$ cat config.mk
export PLATFORM = sky130hd
export DESIGN_NAME = phy_mgmt_regs
export DESIGN_NICKNAME = d
export VERILOG_FILES = /design/src/phy_regs_pkg.sv /design/src/flag_if.sv /design/src/event_flag_bank.sv /design/src/phy_mgmt_regs.sv
export SDC_FILE = /design/constraint.sdc
export NUM_CORES = 1
export LEC_CHECK = 0
export ABC_AREA = 1
export BUFFER_PORTS_ARGS = -buffer_cell sky130_fd_sc_hd__buf_2
export CORE_ASPECT_RATIO = 0.7
export CORE_MARGIN = 2
export CORE_UTILIZATION = 55
export CTS_BUF_LIST = sky130_fd_sc_hd__clkbuf_4 sky130_fd_sc_hd__clkbuf_8
export DETAILED_ROUTE_END_ITERATION = 8
export GPL_TIMING_DRIVEN = 0
export PLACE_DENSITY = 0.82
export SLEW_MARGIN = 0
export SYNTH_ARGS = -nofsm -noshare
export SYNTH_HDL_FRONTEND = slang
export SYNTH_SLANG_ARGS = --single-unit
$ cat constraint.sdc
create_clock -name clk -period 1.65 [get_ports clk]
set_input_delay 0.165 -clock clk [delete_from_list [all_inputs] [get_ports clk]]
set_output_delay 0.165 -clock clk [all_outputs]
set_load 0.03 [all_outputs]
$ cat src/phy_regs_pkg.sv
// constants, offsets, field positions and helpers for the phy management register block
package phy_regs_pkg;

   //----------------------------------------------------------------
   // register indices (byte address is four times the index)
   //----------------------------------------------------------------
   localparam logic [5:0] IDX_INT    = 6'h1b; // interrupt enables and event flags
   localparam logic [5:0] IDX_XOVER  = 6'h1c; // crossover control
   localparam logic [5:0] IDX_PHYCTL = 6'h1f; // phy control and resolved status
   localparam logic [5:0] IDX_ISTAT  = 6'h20; // bus interrupt status, write one to clear
   localparam logic [5:0] IDX_IMASK  = 6'h21; // bus interrupt mask

   //----------------------------------------------------------------
   // field positions
   //----------------------------------------------------------------
   localparam int N_EVENTS    = 8;  // event flags in bits 7..0
   localparam int INT_EN_LSB  = 8;  // enables in bits 15..8
   localparam int XO_OVR_BIT  = 6;  // crossover override
   localparam int XO_SIDE_BIT = 7;  // forced media side
   localparam int PC_POL_BIT  = 14; // interrupt pin polarity
   localparam int PC_JAB_BIT  = 9;  // jabber counter enable
   localparam int PC_STAT_LSB = 2;  // speed/duplex/role field 6..2
   localparam int PC_LSCF_BIT = 0;  // link status check fail

   //----------------------------------------------------------------
   // reset values and writable masks
   //----------------------------------------------------------------
   localparam logic [15:0] XOVER_RST    = 16'h0000;
   localparam logic [15:0] PHYCTL_RST   = 16'h0200;
   localparam logic [15:0] XOVER_WMASK  = 16'hffff;
   localparam logic [15:0] PHYCTL_WMASK = 16'hf382;
   localparam logic [7:0]  EN_RST       = 8'h00;
   localparam logic [7:0]  FLAGS_RST    = 8'h00;
   localparam logic [4:0]  STAT_RST     = 5'h00;

   localparam logic [1:0] RESP_OKAY   = 2'h0;
   localparam logic [1:0] RESP_SLVERR = 2'h2;

   //----------------------------------------------------------------
   // helpers
   //----------------------------------------------------------------
   // merge a strobed bus write into the writable bits of a 16-bit register
   function automatic logic [15:0] mergeWrite(input logic [15:0] old,
                                              input logic [31:0] data,
                                              input logic [3:0]  strb,
                                              input logic [15:0] wmask);
      logic [15:0] lanes;
      lanes = {{8{strb[1]}}, {8{strb[0]}}} & wmask;
      return (old & ~lanes) | (data[15:0] & lanes);
   endfunction : mergeWrite

   // word index of a byte address
   function automatic logic [5:0] wordIdx(input logic [7:0] addr);
      return addr[7:2];
   endfunction : wordIdx

endpackage : phy_regs_pkg

$ cat src/flag_if.sv
// signals between the register front end and the event flag bank
interface flag_if #(parameter int N = 8);
   logic [N-1:0] events;    // one-cycle event pulses
   logic [N-1:0] enables;   // per-flag interrupt enables
   logic         readClear; // flag register read this cycle
   logic [N-1:0] flags;     // sticky event flags
   logic         intActive; // an enabled flag is set

   modport bank (input events, input enables, input readClear, output flags, output intActive);
   modport regs (output events, output enables, output readClear, input flags, input intActive);
endinterface : flag_if

$ cat src/event_flag_bank.sv
// sticky read-clear event flags with enable gating
module event_flag_bank #(
   parameter int N = 8
) (
   input wire logic clk,   // system clock
   input wire logic reset, // synchronous reset, active high
   flag_if.bank     f      // flags toward the register front end
);

   //----------------------------------------------------------------
   // flag storage
   //----------------------------------------------------------------
   logic [N-1:0] flags_r;
   logic [N-1:0] flags_nxt;

   // a new event wins over the read that clears it
   always_comb
   begin
      flags_nxt = f.events | (f.readClear ? '0 : flags_r);
   end

   always_ff @(posedge clk)
   begin
      if (reset)
         flags_r <= phy_regs_pkg::FLAGS_RST;
      else
         flags_r <= flags_nxt;
   end

   assign f.flags     = flags_r;
   assign f.intActive = |(flags_r & f.enables);
endmodule : event_flag_bank

$ cat src/phy_mgmt_regs.sv
// phy interrupt, crossover and status registers behind an axi4-lite slave
//
// Function
// Enables for parallel fault, partner ack, link-down, remote fault, link-up, bits 12..8.
// Read-clear flags for jabber, receive error, page, parallel fault, bits 7..4.
// Read-clear flags for partner ack, link-down, remote fault, link-up, bits 3..0.
// Enables for jabber, receive error, page received in bits 15..13, reset zero.
// Interrupt active while any flag is set with its enable set.
// Control bit 14 picks pin polarity: one active high, zero active low.
// Override bit one disables automatic crossover; zero, the reset value, enables it.
// With override set, media side bit one gives MDI, zero MDI-X.
// Jabber counter runs only while its enable bit is one; resets to one.
// Read-only speed flags: bit 6 gigabit, bit 5 fast, bit 4 ten.
// Read-only bit 3 reports full duplex as one, half as zero.
// Read-only bit 2 reports gigabit master as one, slave as zero.
//
// The implementer's own choice: the AXI4-Lite register port.
module phy_mgmt_regs (
   input  wire logic        clk,             // 10 MHz system clock
   input  wire logic        reset,           // synchronous reset, active high
   // axi4-lite slave
   input  wire logic [7:0]  s_axi_awaddr,    // write address
   input  wire logic        s_axi_awvalid,   // write address valid
   output      logic        s_axi_awready,   // write address ready
   input  wire logic [31:0] s_axi_wdata,     // write data
   input  wire logic [3:0]  s_axi_wstrb,     // write byte strobes
   input  wire logic        s_axi_wvalid,    // write data valid
   output      logic        s_axi_wready,    // write data ready
   output      logic [1:0]  s_axi_bresp,     // write response
   output      logic        s_axi_bvalid,    // write response valid
   input  wire logic        s_axi_bready,    // write response ready
   input  wire logic [7:0]  s_axi_araddr,    // read address
   input  wire logic        s_axi_arvalid,   // read address valid
   output      logic        s_axi_arready,   // read address ready
   output      logic [31:0] s_axi_rdata,     // read data
   output      logic [1:0]  s_axi_rresp,     // read response
   output      logic        s_axi_rvalid,    // read data valid
   input  wire logic        s_axi_rready,    // read data ready
   // events and resolved link state
   input  wire logic [7:0]  eventPulse,      // one-cycle events, bit order of the flags
   input  wire logic        speed1000,       // resolved gigabit
   input  wire logic        speed100,        // resolved fast ethernet
   input  wire logic        speed10,         // resolved ten megabit
   input  wire logic        fullDuplex,      // resolved full duplex
   input  wire logic        gigMaster,       // gigabit master role
   input  wire logic        linkCheckFail,   // link status check failing
   // controls toward the phy
   output      logic        intPin,          // interrupt pin, polarity programmable
   output      logic        autoCrossoverEn, // automatic crossover running
   output      logic        forcedMdi,       // forced mdi: high only when override and media side are both set, else low
   output      logic        jabberCountEn,   // jabber counter enabled
   output      logic        irq              // bus interrupt, active high level
);

   //----------------------------------------------------------------
   // flag bank
   //----------------------------------------------------------------
   flag_if #(.N(phy_regs_pkg::N_EVENTS)) fl ();

   event_flag_bank #(.N(phy_regs_pkg::N_EVENTS)) u_bank (
      .clk   (clk),
      .reset (reset),
      .f     (fl.bank)
   );

   //----------------------------------------------------------------
   // bus write channel
   //----------------------------------------------------------------
   logic        awHeld_r,  awHeld_nxt;
   logic [7:0]  awAddr_r,  awAddr_nxt;
   logic        wHeld_r,   wHeld_nxt;
   logic [31:0] wData_r,   wData_nxt;
   logic [3:0]  wStrb_r,   wStrb_nxt;
   logic        awReady_r, awReady_nxt;
   logic        wReady_r,  wReady_nxt;
   logic        bValid_r,  bValid_nxt;
   logic [1:0]  bResp_r,   bResp_nxt;
   logic        doWrite;
   logic [5:0]  wIdx;
   logic        wMapped;

   assign doWrite = awHeld_r & wHeld_r & ~bValid_r;
   assign wIdx    = phy_regs_pkg::wordIdx(awAddr_r);
   assign wMapped = (wIdx == phy_regs_pkg::IDX_INT) || (wIdx == phy_regs_pkg::IDX_XOVER) ||
                    (wIdx == phy_regs_pkg::IDX_PHYCTL) || (wIdx == phy_regs_pkg::IDX_ISTAT) ||
                    (wIdx == phy_regs_pkg::IDX_IMASK);

   // address and data are taken independently, the response follows both
   always_comb
   begin
      awHeld_nxt = awHeld_r;
      awAddr_nxt = awAddr_r;
      wHeld_nxt  = wHeld_r;
      wData_nxt  = wData_r;
      wStrb_nxt  = wStrb_r;
      bValid_nxt = bValid_r;
      bResp_nxt  = bResp_r;
      if (s_axi_awvalid && awReady_r)
      begin
         awHeld_nxt = 1'b1;
         awAddr_nxt = s_axi_awaddr;
      end
      if (s_axi_wvalid && wReady_r)
      begin
         wHeld_nxt = 1'b1;
         wData_nxt = s_axi_wdata;
         wStrb_nxt = s_axi_wstrb;
      end
      if (bValid_r && s_axi_bready)
         bValid_nxt = 1'b0;
      if (doWrite)
      begin
         awHeld_nxt = 1'b0;
         wHeld_nxt  = 1'b0;
         bValid_nxt = 1'b1;
         bResp_nxt  = wMapped ? phy_regs_pkg::RESP_OKAY : phy_regs_pkg::RESP_SLVERR;
      end
      awReady_nxt = ~awHeld_nxt;
      wReady_nxt  = ~wHeld_nxt;
   end

   always_ff @(posedge clk)
   begin
      if (reset)
      begin
         awHeld_r  <= 1'b0;
         awAddr_r  <= 8'h00;
         wHeld_r   <= 1'b0;
         wData_r   <= 32'h00000000;
         wStrb_r   <= 4'h0;
         awReady_r <= 1'b0;
         wReady_r  <= 1'b0;
         bValid_r  <= 1'b0;
         bResp_r   <= 2'h0;
      end
      else
      begin
         awHeld_r  <= awHeld_nxt;
         awAddr_r  <= awAddr_nxt;
         wHeld_r   <= wHeld_nxt;
         wData_r   <= wData_nxt;
         wStrb_r   <= wStrb_nxt;
         awReady_r <= awReady_nxt;
         wReady_r  <= wReady_nxt;
         bValid_r  <= bValid_nxt;
         bResp_r   <= bResp_nxt;
      end
   end

   //----------------------------------------------------------------
   // control registers
   //----------------------------------------------------------------
   logic [7:0]  intEn_r,   intEn_nxt;
   logic [15:0] xover_r,   xover_nxt;
   logic [15:0] phyCtl_r,  phyCtl_nxt;
   logic [7:0]  irqStat_r, irqStat_nxt;
   logic [7:0]  irqMask_r, irqMask_nxt;
   logic [4:0]  stat_r,    stat_nxt;
   logic        lscf_r,    lscf_nxt;
   logic [15:0] enWord;

   assign enWord = phy_regs_pkg::mergeWrite({intEn_r, 8'h00}, wData_r, wStrb_r, 16'hff00);

   // writes land in the writable bits only; status bits are sampled every cycle
   always_comb
   begin
      intEn_nxt   = intEn_r;
      xover_nxt   = xover_r;
      phyCtl_nxt  = phyCtl_r;
      irqMask_nxt = irqMask_r;
      irqStat_nxt = irqStat_r;
      if (doWrite)
      begin
         case (wIdx)
            phy_regs_pkg::IDX_INT:    intEn_nxt = enWord[15:8];
            phy_regs_pkg::IDX_XOVER:  xover_nxt = phy_regs_pkg::mergeWrite(xover_r, wData_r,
                                                     wStrb_r, phy_regs_pkg::XOVER_WMASK);
            phy_regs_pkg::IDX_PHYCTL: phyCtl_nxt = phy_regs_pkg::mergeWrite(phyCtl_r, wData_r,
                                                     wStrb_r, phy_regs_pkg::PHYCTL_WMASK);
            phy_regs_pkg::IDX_IMASK:  irqMask_nxt = wStrb_r[0] ? wData_r[7:0] : irqMask_r;
            phy_regs_pkg::IDX_ISTAT:  irqStat_nxt = wStrb_r[0] ? irqStat_r & ~wData_r[7:0]
                                                               : irqStat_r;
            default:                  intEn_nxt = intEn_r;
         endcase
      end
      // a new event wins over the clearing write
      irqStat_nxt = irqStat_nxt | eventPulse;
      stat_nxt    = {speed1000, speed100, speed10, fullDuplex, gigMaster};
      lscf_nxt    = linkCheckFail;
   end

   always_ff @(posedge clk)
   begin
      if (reset)
      begin
         intEn_r   <= phy_regs_pkg::EN_RST;
         xover_r   <= phy_regs_pkg::XOVER_RST;
         phyCtl_r  <= phy_regs_pkg::PHYCTL_RST;
         irqStat_r <= 8'h00;
         irqMask_r <= 8'h00;
         stat_r    <= phy_regs_pkg::STAT_RST;
         lscf_r    <= 1'b0;
      end
      else
      begin
         intEn_r   <= intEn_nxt;
         xover_r   <= xover_nxt;
         phyCtl_r  <= phyCtl_nxt;
         irqStat_r <= irqStat_nxt;
         irqMask_r <= irqMask_nxt;
         stat_r    <= stat_nxt;
         lscf_r    <= lscf_nxt;
      end
   end

   assign fl.events  = eventPulse;
   assign fl.enables = intEn_r;

   //----------------------------------------------------------------
   // bus read channel
   //----------------------------------------------------------------
   logic        arReady_r, arReady_nxt;
   logic        rValid_r,  rValid_nxt;
   logic [31:0] rData_r,   rData_nxt;
   logic [1:0]  rResp_r,   rResp_nxt;
   logic        arTaken;
   logic [5:0]  rIdx;

   assign arTaken      = s_axi_arvalid & arReady_r;
   assign rIdx         = phy_regs_pkg::wordIdx(s_axi_araddr);
   assign fl.readClear = arTaken && (rIdx == phy_regs_pkg::IDX_INT);

   // read mux; the flag word is captured in the same cycle its read clears it
   always_comb
   begin
      rValid_nxt = rValid_r;
      rData_nxt  = rData_r;
      rResp_nxt  = rResp_r;
      if (rValid_r && s_axi_rready)
         rValid_nxt = 1'b0;
      if (arTaken)
      begin
         rValid_nxt = 1'b1;
         rResp_nxt  = phy_regs_pkg::RESP_OKAY;
         case (rIdx)
            phy_regs_pkg::IDX_INT:    rData_nxt = {16'h0000, intEn_r, fl.flags};
            phy_regs_pkg::IDX_XOVER:  rData_nxt = {16'h0000, xover_r};
            phy_regs_pkg::IDX_PHYCTL: rData_nxt = {16'h0000, phyCtl_r[15:7], stat_r,
                                                   phyCtl_r[1], lscf_r};
            phy_regs_pkg::IDX_ISTAT:  rData_nxt = {24'h000000, irqStat_r};
            phy_regs_pkg::IDX_IMASK:  rData_nxt = {24'h000000, irqMask_r};
            default:
            begin
               rData_nxt = 32'h00000000;
               rResp_nxt = phy_regs_pkg::RESP_SLVERR;
            end
         endcase
      end
      arReady_nxt = ~rValid_nxt;
   end

   always_ff @(posedge clk)
   begin
      if (reset)
      begin
         arReady_r <= 1'b0;
         rValid_r  <= 1'b0;
         rData_r   <= 32'h00000000;
         rResp_r   <= 2'h0;
      end
      else
      begin
         arReady_r <= arReady_nxt;
         rValid_r  <= rValid_nxt;
         rData_r   <= rData_nxt;
         rResp_r   <= rResp_nxt;
      end
   end

   //----------------------------------------------------------------
   // registered outputs toward the phy
   //----------------------------------------------------------------
   logic intPin_r,  intPin_nxt;
   logic autoX_r,   autoX_nxt;
   logic mdi_r,     mdi_nxt;
   logic jabEn_r,   jabEn_nxt;
   logic irq_r,     irq_nxt;

   // pin level follows polarity; crossover side only matters under override
   always_comb
   begin
      intPin_nxt = phyCtl_r[phy_regs_pkg::PC_POL_BIT] ? fl.intActive : ~fl.intActive;
      autoX_nxt  = ~xover_r[phy_regs_pkg::XO_OVR_BIT];
      mdi_nxt    = xover_r[phy_regs_pkg::XO_OVR_BIT] & xover_r[phy_regs_pkg::XO_SIDE_BIT];
      jabEn_nxt  = phyCtl_r[phy_regs_pkg::PC_JAB_BIT];
      irq_nxt    = |(irqStat_r & irqMask_r);
   end

   always_ff @(posedge clk)
   begin
      if (reset)
      begin
         intPin_r <= 1'b1; // inactive for the low-active reset polarity
         autoX_r  <= 1'b1;
         mdi_r    <= 1'b0;
         jabEn_r  <= 1'b1;
         irq_r    <= 1'b0;
      end
      else
      begin
         intPin_r <= intPin_nxt;
         autoX_r  <= autoX_nxt;
         mdi_r    <= mdi_nxt;
         jabEn_r  <= jabEn_nxt;
         irq_r    <= irq_nxt;
      end
   end

   assign s_axi_awready   = awReady_r;
   assign s_axi_wready    = wReady_r;
   assign s_axi_bvalid    = bValid_r;
   assign s_axi_bresp     = bResp_r;
   assign s_axi_arready   = arReady_r;
   assign s_axi_rvalid    = rValid_r;
   assign s_axi_rdata     = rData_r;
   assign s_axi_rresp     = rResp_r;
   assign intPin          = intPin_r;
   assign autoCrossoverEn = autoX_r;
   assign forcedMdi       = mdi_r;
   assign jabberCountEn   = jabEn_r;
   assign irq             = irq_r;
endmodule : phy_mgmt_regs

==> metrics.cfg <==
[drt]
firstDrtPassIters=6
vias=4986
ant_nets=0
drc=0
vias_per_cell=5.27
drtIter0Drc=481
wl_per_cell_um=15.4
routed_wirelength_um=14500

[status]
status=finished, final reports clean

[placed_design]
place_congestion=0.935
dpl.hpwl_um=10800
port_buffers=78
dp_cells=895
place_area_um2=5530

[run]
maxCapViolations=0

[worst_setup_path]
crit_arrival_ns=1.87
crit_slowest_cell=dfxtp_1
critical_path.top_delay_family=simple AND/OR/NAND/NOR gates
cp.required_ns=1.97
reg2reg_slack_ns=0.10
crit_buf_inv=3
endpoint_kind=flop
critPathMaxStageDelay_ns=0.33
cp_cell_sequence=inv_1 -> nand2_1 -> inv_1 -> nand3_1 -> nor2_4 -> inv_1 -> nor2_1 -> nor2_1
critical_path.max_fanout=8
cpMostUsedCell=inv_1
worstSetupPathType=reg2reg
r2r_cells=8
r2r-start=awAddr_r[7]$_SDFFE_PP0P_
start_kind=flop

[timing]
finalSetupViolations=0
maxSlewViolCount=0
period_share_pct=93.8
hold_violations=0
worstMarginPinSlew_ns=0.839
fmax_mhz=646
rsz0062_at_grt=no
tns_ns=0
fin_crit_ns=1.55
finClkSkew_ns=0.00647
max_slew_margin_pct=44.1

[finish]
layout-drive-gt1-share_pct=20.0
instances_no_fill=947
area_growth_pct=24.4
diodes=0
final_core_util_pct=71.5
nNetsFinal=891
fin_area_um2=6130

[logic_synthesis]
synthArstFlopShare_pct=0
syn_area_um2=4930
yosysMostFrequentCell=nor2_1
avgSynthCellArea_um2=7.25
synthCells=680
yosysSeqAreaShare_pct=47.1
synth_edf_count=0
synth.top_cells.by_count=nor2_1 (146), dfxtp_1 (116), nand2_1 (92), nand3_1 (76), o21ai_0 (74)
synth_seq_cells=116
yosysUniqueCellTypes=31
synth-main-ff-cell=dfxtp_1
yosys_warnings=0
synth_top_area_share_pct=47.1
synth_area_leader_cell=dfxtp_1
ys_top_cells_by_area=dfxtp_1 (47%), nor2_1 (11%), nand3_1 (7.7%)

[floorplanning]
die_area_um2=9750
die_w_um=117
fp-row-count=28
start_util_pct=57.4
core_area_um2=8580
dieHeight_um=83.2
io_pins=119

[clock_network]
path_clk_slew_ns=0.06
root_buffer=clkbuf_8
numCtsBuffers=17
cts_tree=built
clock_latency_ns=0.44
htreeDepth=4
clock_path_buffers=2
cts.sinks=116

[pwr]
vdd_drop_max_mv=0.747
power.density_nw_per_um2=987
finalPower_mw=6.06
p_leak_nw=2.90

[worst_hold_path]
hold_path_class=in2reg
whs_endpoint=wData_r[13]$_SDFFE_PP0P_
hp-start=s_axi_wdata[13]
hold_depth=3

[global_routing]
grt_pass1_vias=4634
grt_max_degree=17
grt_overflow_total=0
antenna_found_initial=0
grt_pass1_wl_um=22800
grt.total_usage_pct=30.8

## cell type report
type / count / area, um^2
Fill cell: 736 / 2450
Sequential cell: 116 / 2320
Multi-Input combinational cell: 479 / 2200
Timing Repair Buffer: 102 / 623
Clock buffer: 23 / 304
Buffer: 43 / 259
Inverter: 59 / 223
Tap cell: 120 / 150
Clock inverter: 5 / 52.6
## how the worst max path moves through the flow
stage                                   from                     endpoint  slack [ns]  cells past startpoint
floorplan           s_axi_arready$_SDFF_PP0_  s_axi_rdata[6]$_SDFFE_PP0P_        0.25                      6
global placement         awHeld_r$_SDFF_PP0_                         flop        0.14                      7
detailed placement        wHeld_r$_SDFF_PP0_    irqMask_r[3]$_SDFFE_PP0P_        0.10                      7
CTS                       wHeld_r$_SDFF_PP0_    irqMask_r[3]$_SDFFE_PP0P_        0.08                      7
global route             awHeld_r$_SDFF_PP0_                         flop        0.02                      7
finish              awAddr_r[7]$_SDFFE_PP0P_                         flop        0.10                      8
## routing by layer
metal | track usage (%) | share of wire, %
met5 | 0 | 0
met3 | 8.61 | 9.9
met4 | 8.45 | 2.1
met1 | 44.3 | 46
met2 | 45.0 | 42
## per-stage QoR
step	hold WS, ns	worst slack, ns
after CTS	0.00251	0.0787
after global routing	0.00952	0.0201
after floorplan	0.272	0.254
after detailed placement	0.387	0.105
final	0.00316	0.102
after global placement	0.376	0.142
## report_power, final
group,switching [mW],internal (mW)
registers,0.0988,2.91
logic,0.414,0.230
clock network,1.06,1.34
total,1.58,4.48
## cell usage in the layout (no fill, tap or decap), types with 2 or more instances in the layout
cell type | synthesis | routed
inv_1 | 53 | 53
o21a_1 | 7 | 7
inv_2 | 4 | 4
o21ai_0 | 74 | 74
nand3_2 | 1 | 2
nor2_4 | 5 | 5
buf_4 | 21 | 24
nand2_1 | 92 | 92
nor3_1 | 2 | 2
nand2_2 | 4 | 4
dlygate4sd3_1 | 0 | 21
nand3_1 | 76 | 75
buf_1 | 2 | 2
buf_2 | 9 | 87
a21oi_1 | 37 | 37
a21oi_2 | 4 | 4
conb_1 | 1 | 18
clkinv_2 | 1 | 4
clkbuf_4 | 0 | 2
dfxtp_1 | 116 | 116
nor2_1 | 146 | 146
clkbuf_8 | 0 | 21
nor3_4 | 1 | 2
nor2_2 | 2 | 2
clkbuf_1 | 10 | 10
nand4_1 | 3 | 3
a221oi_1 | 2 | 2
## worst register-to-register path, delay by kind of cell, from the launching register on
family	cells	cell delay, ns
and+or+nand+nor	5	0.76
buffers and inverters	3	0.33
DFF	1	0.33
## what timing repair did
| item | 4_1_cts | 5_1_grt |
|---|---|---|
| hold buffers | 21 | 0 |
| resized for setup | 0 | 2 |
| buffers inserted | 0 | 3 |
| setup endpoints to repair | 0 | 9 |
| endpoints found under the hold margin | 21 | 0 |
## kinds of logic after synthesis
group,count (synthesis),synth area share [%]
AO/OA/AOI/OAI,126,13.7
AND/OR/NAND/NOR,335,29.3
other,1,0.0761
buffers and inverters,102,9.77
flip-flops,116,47.1
Power figures use the tool's default switching activity.
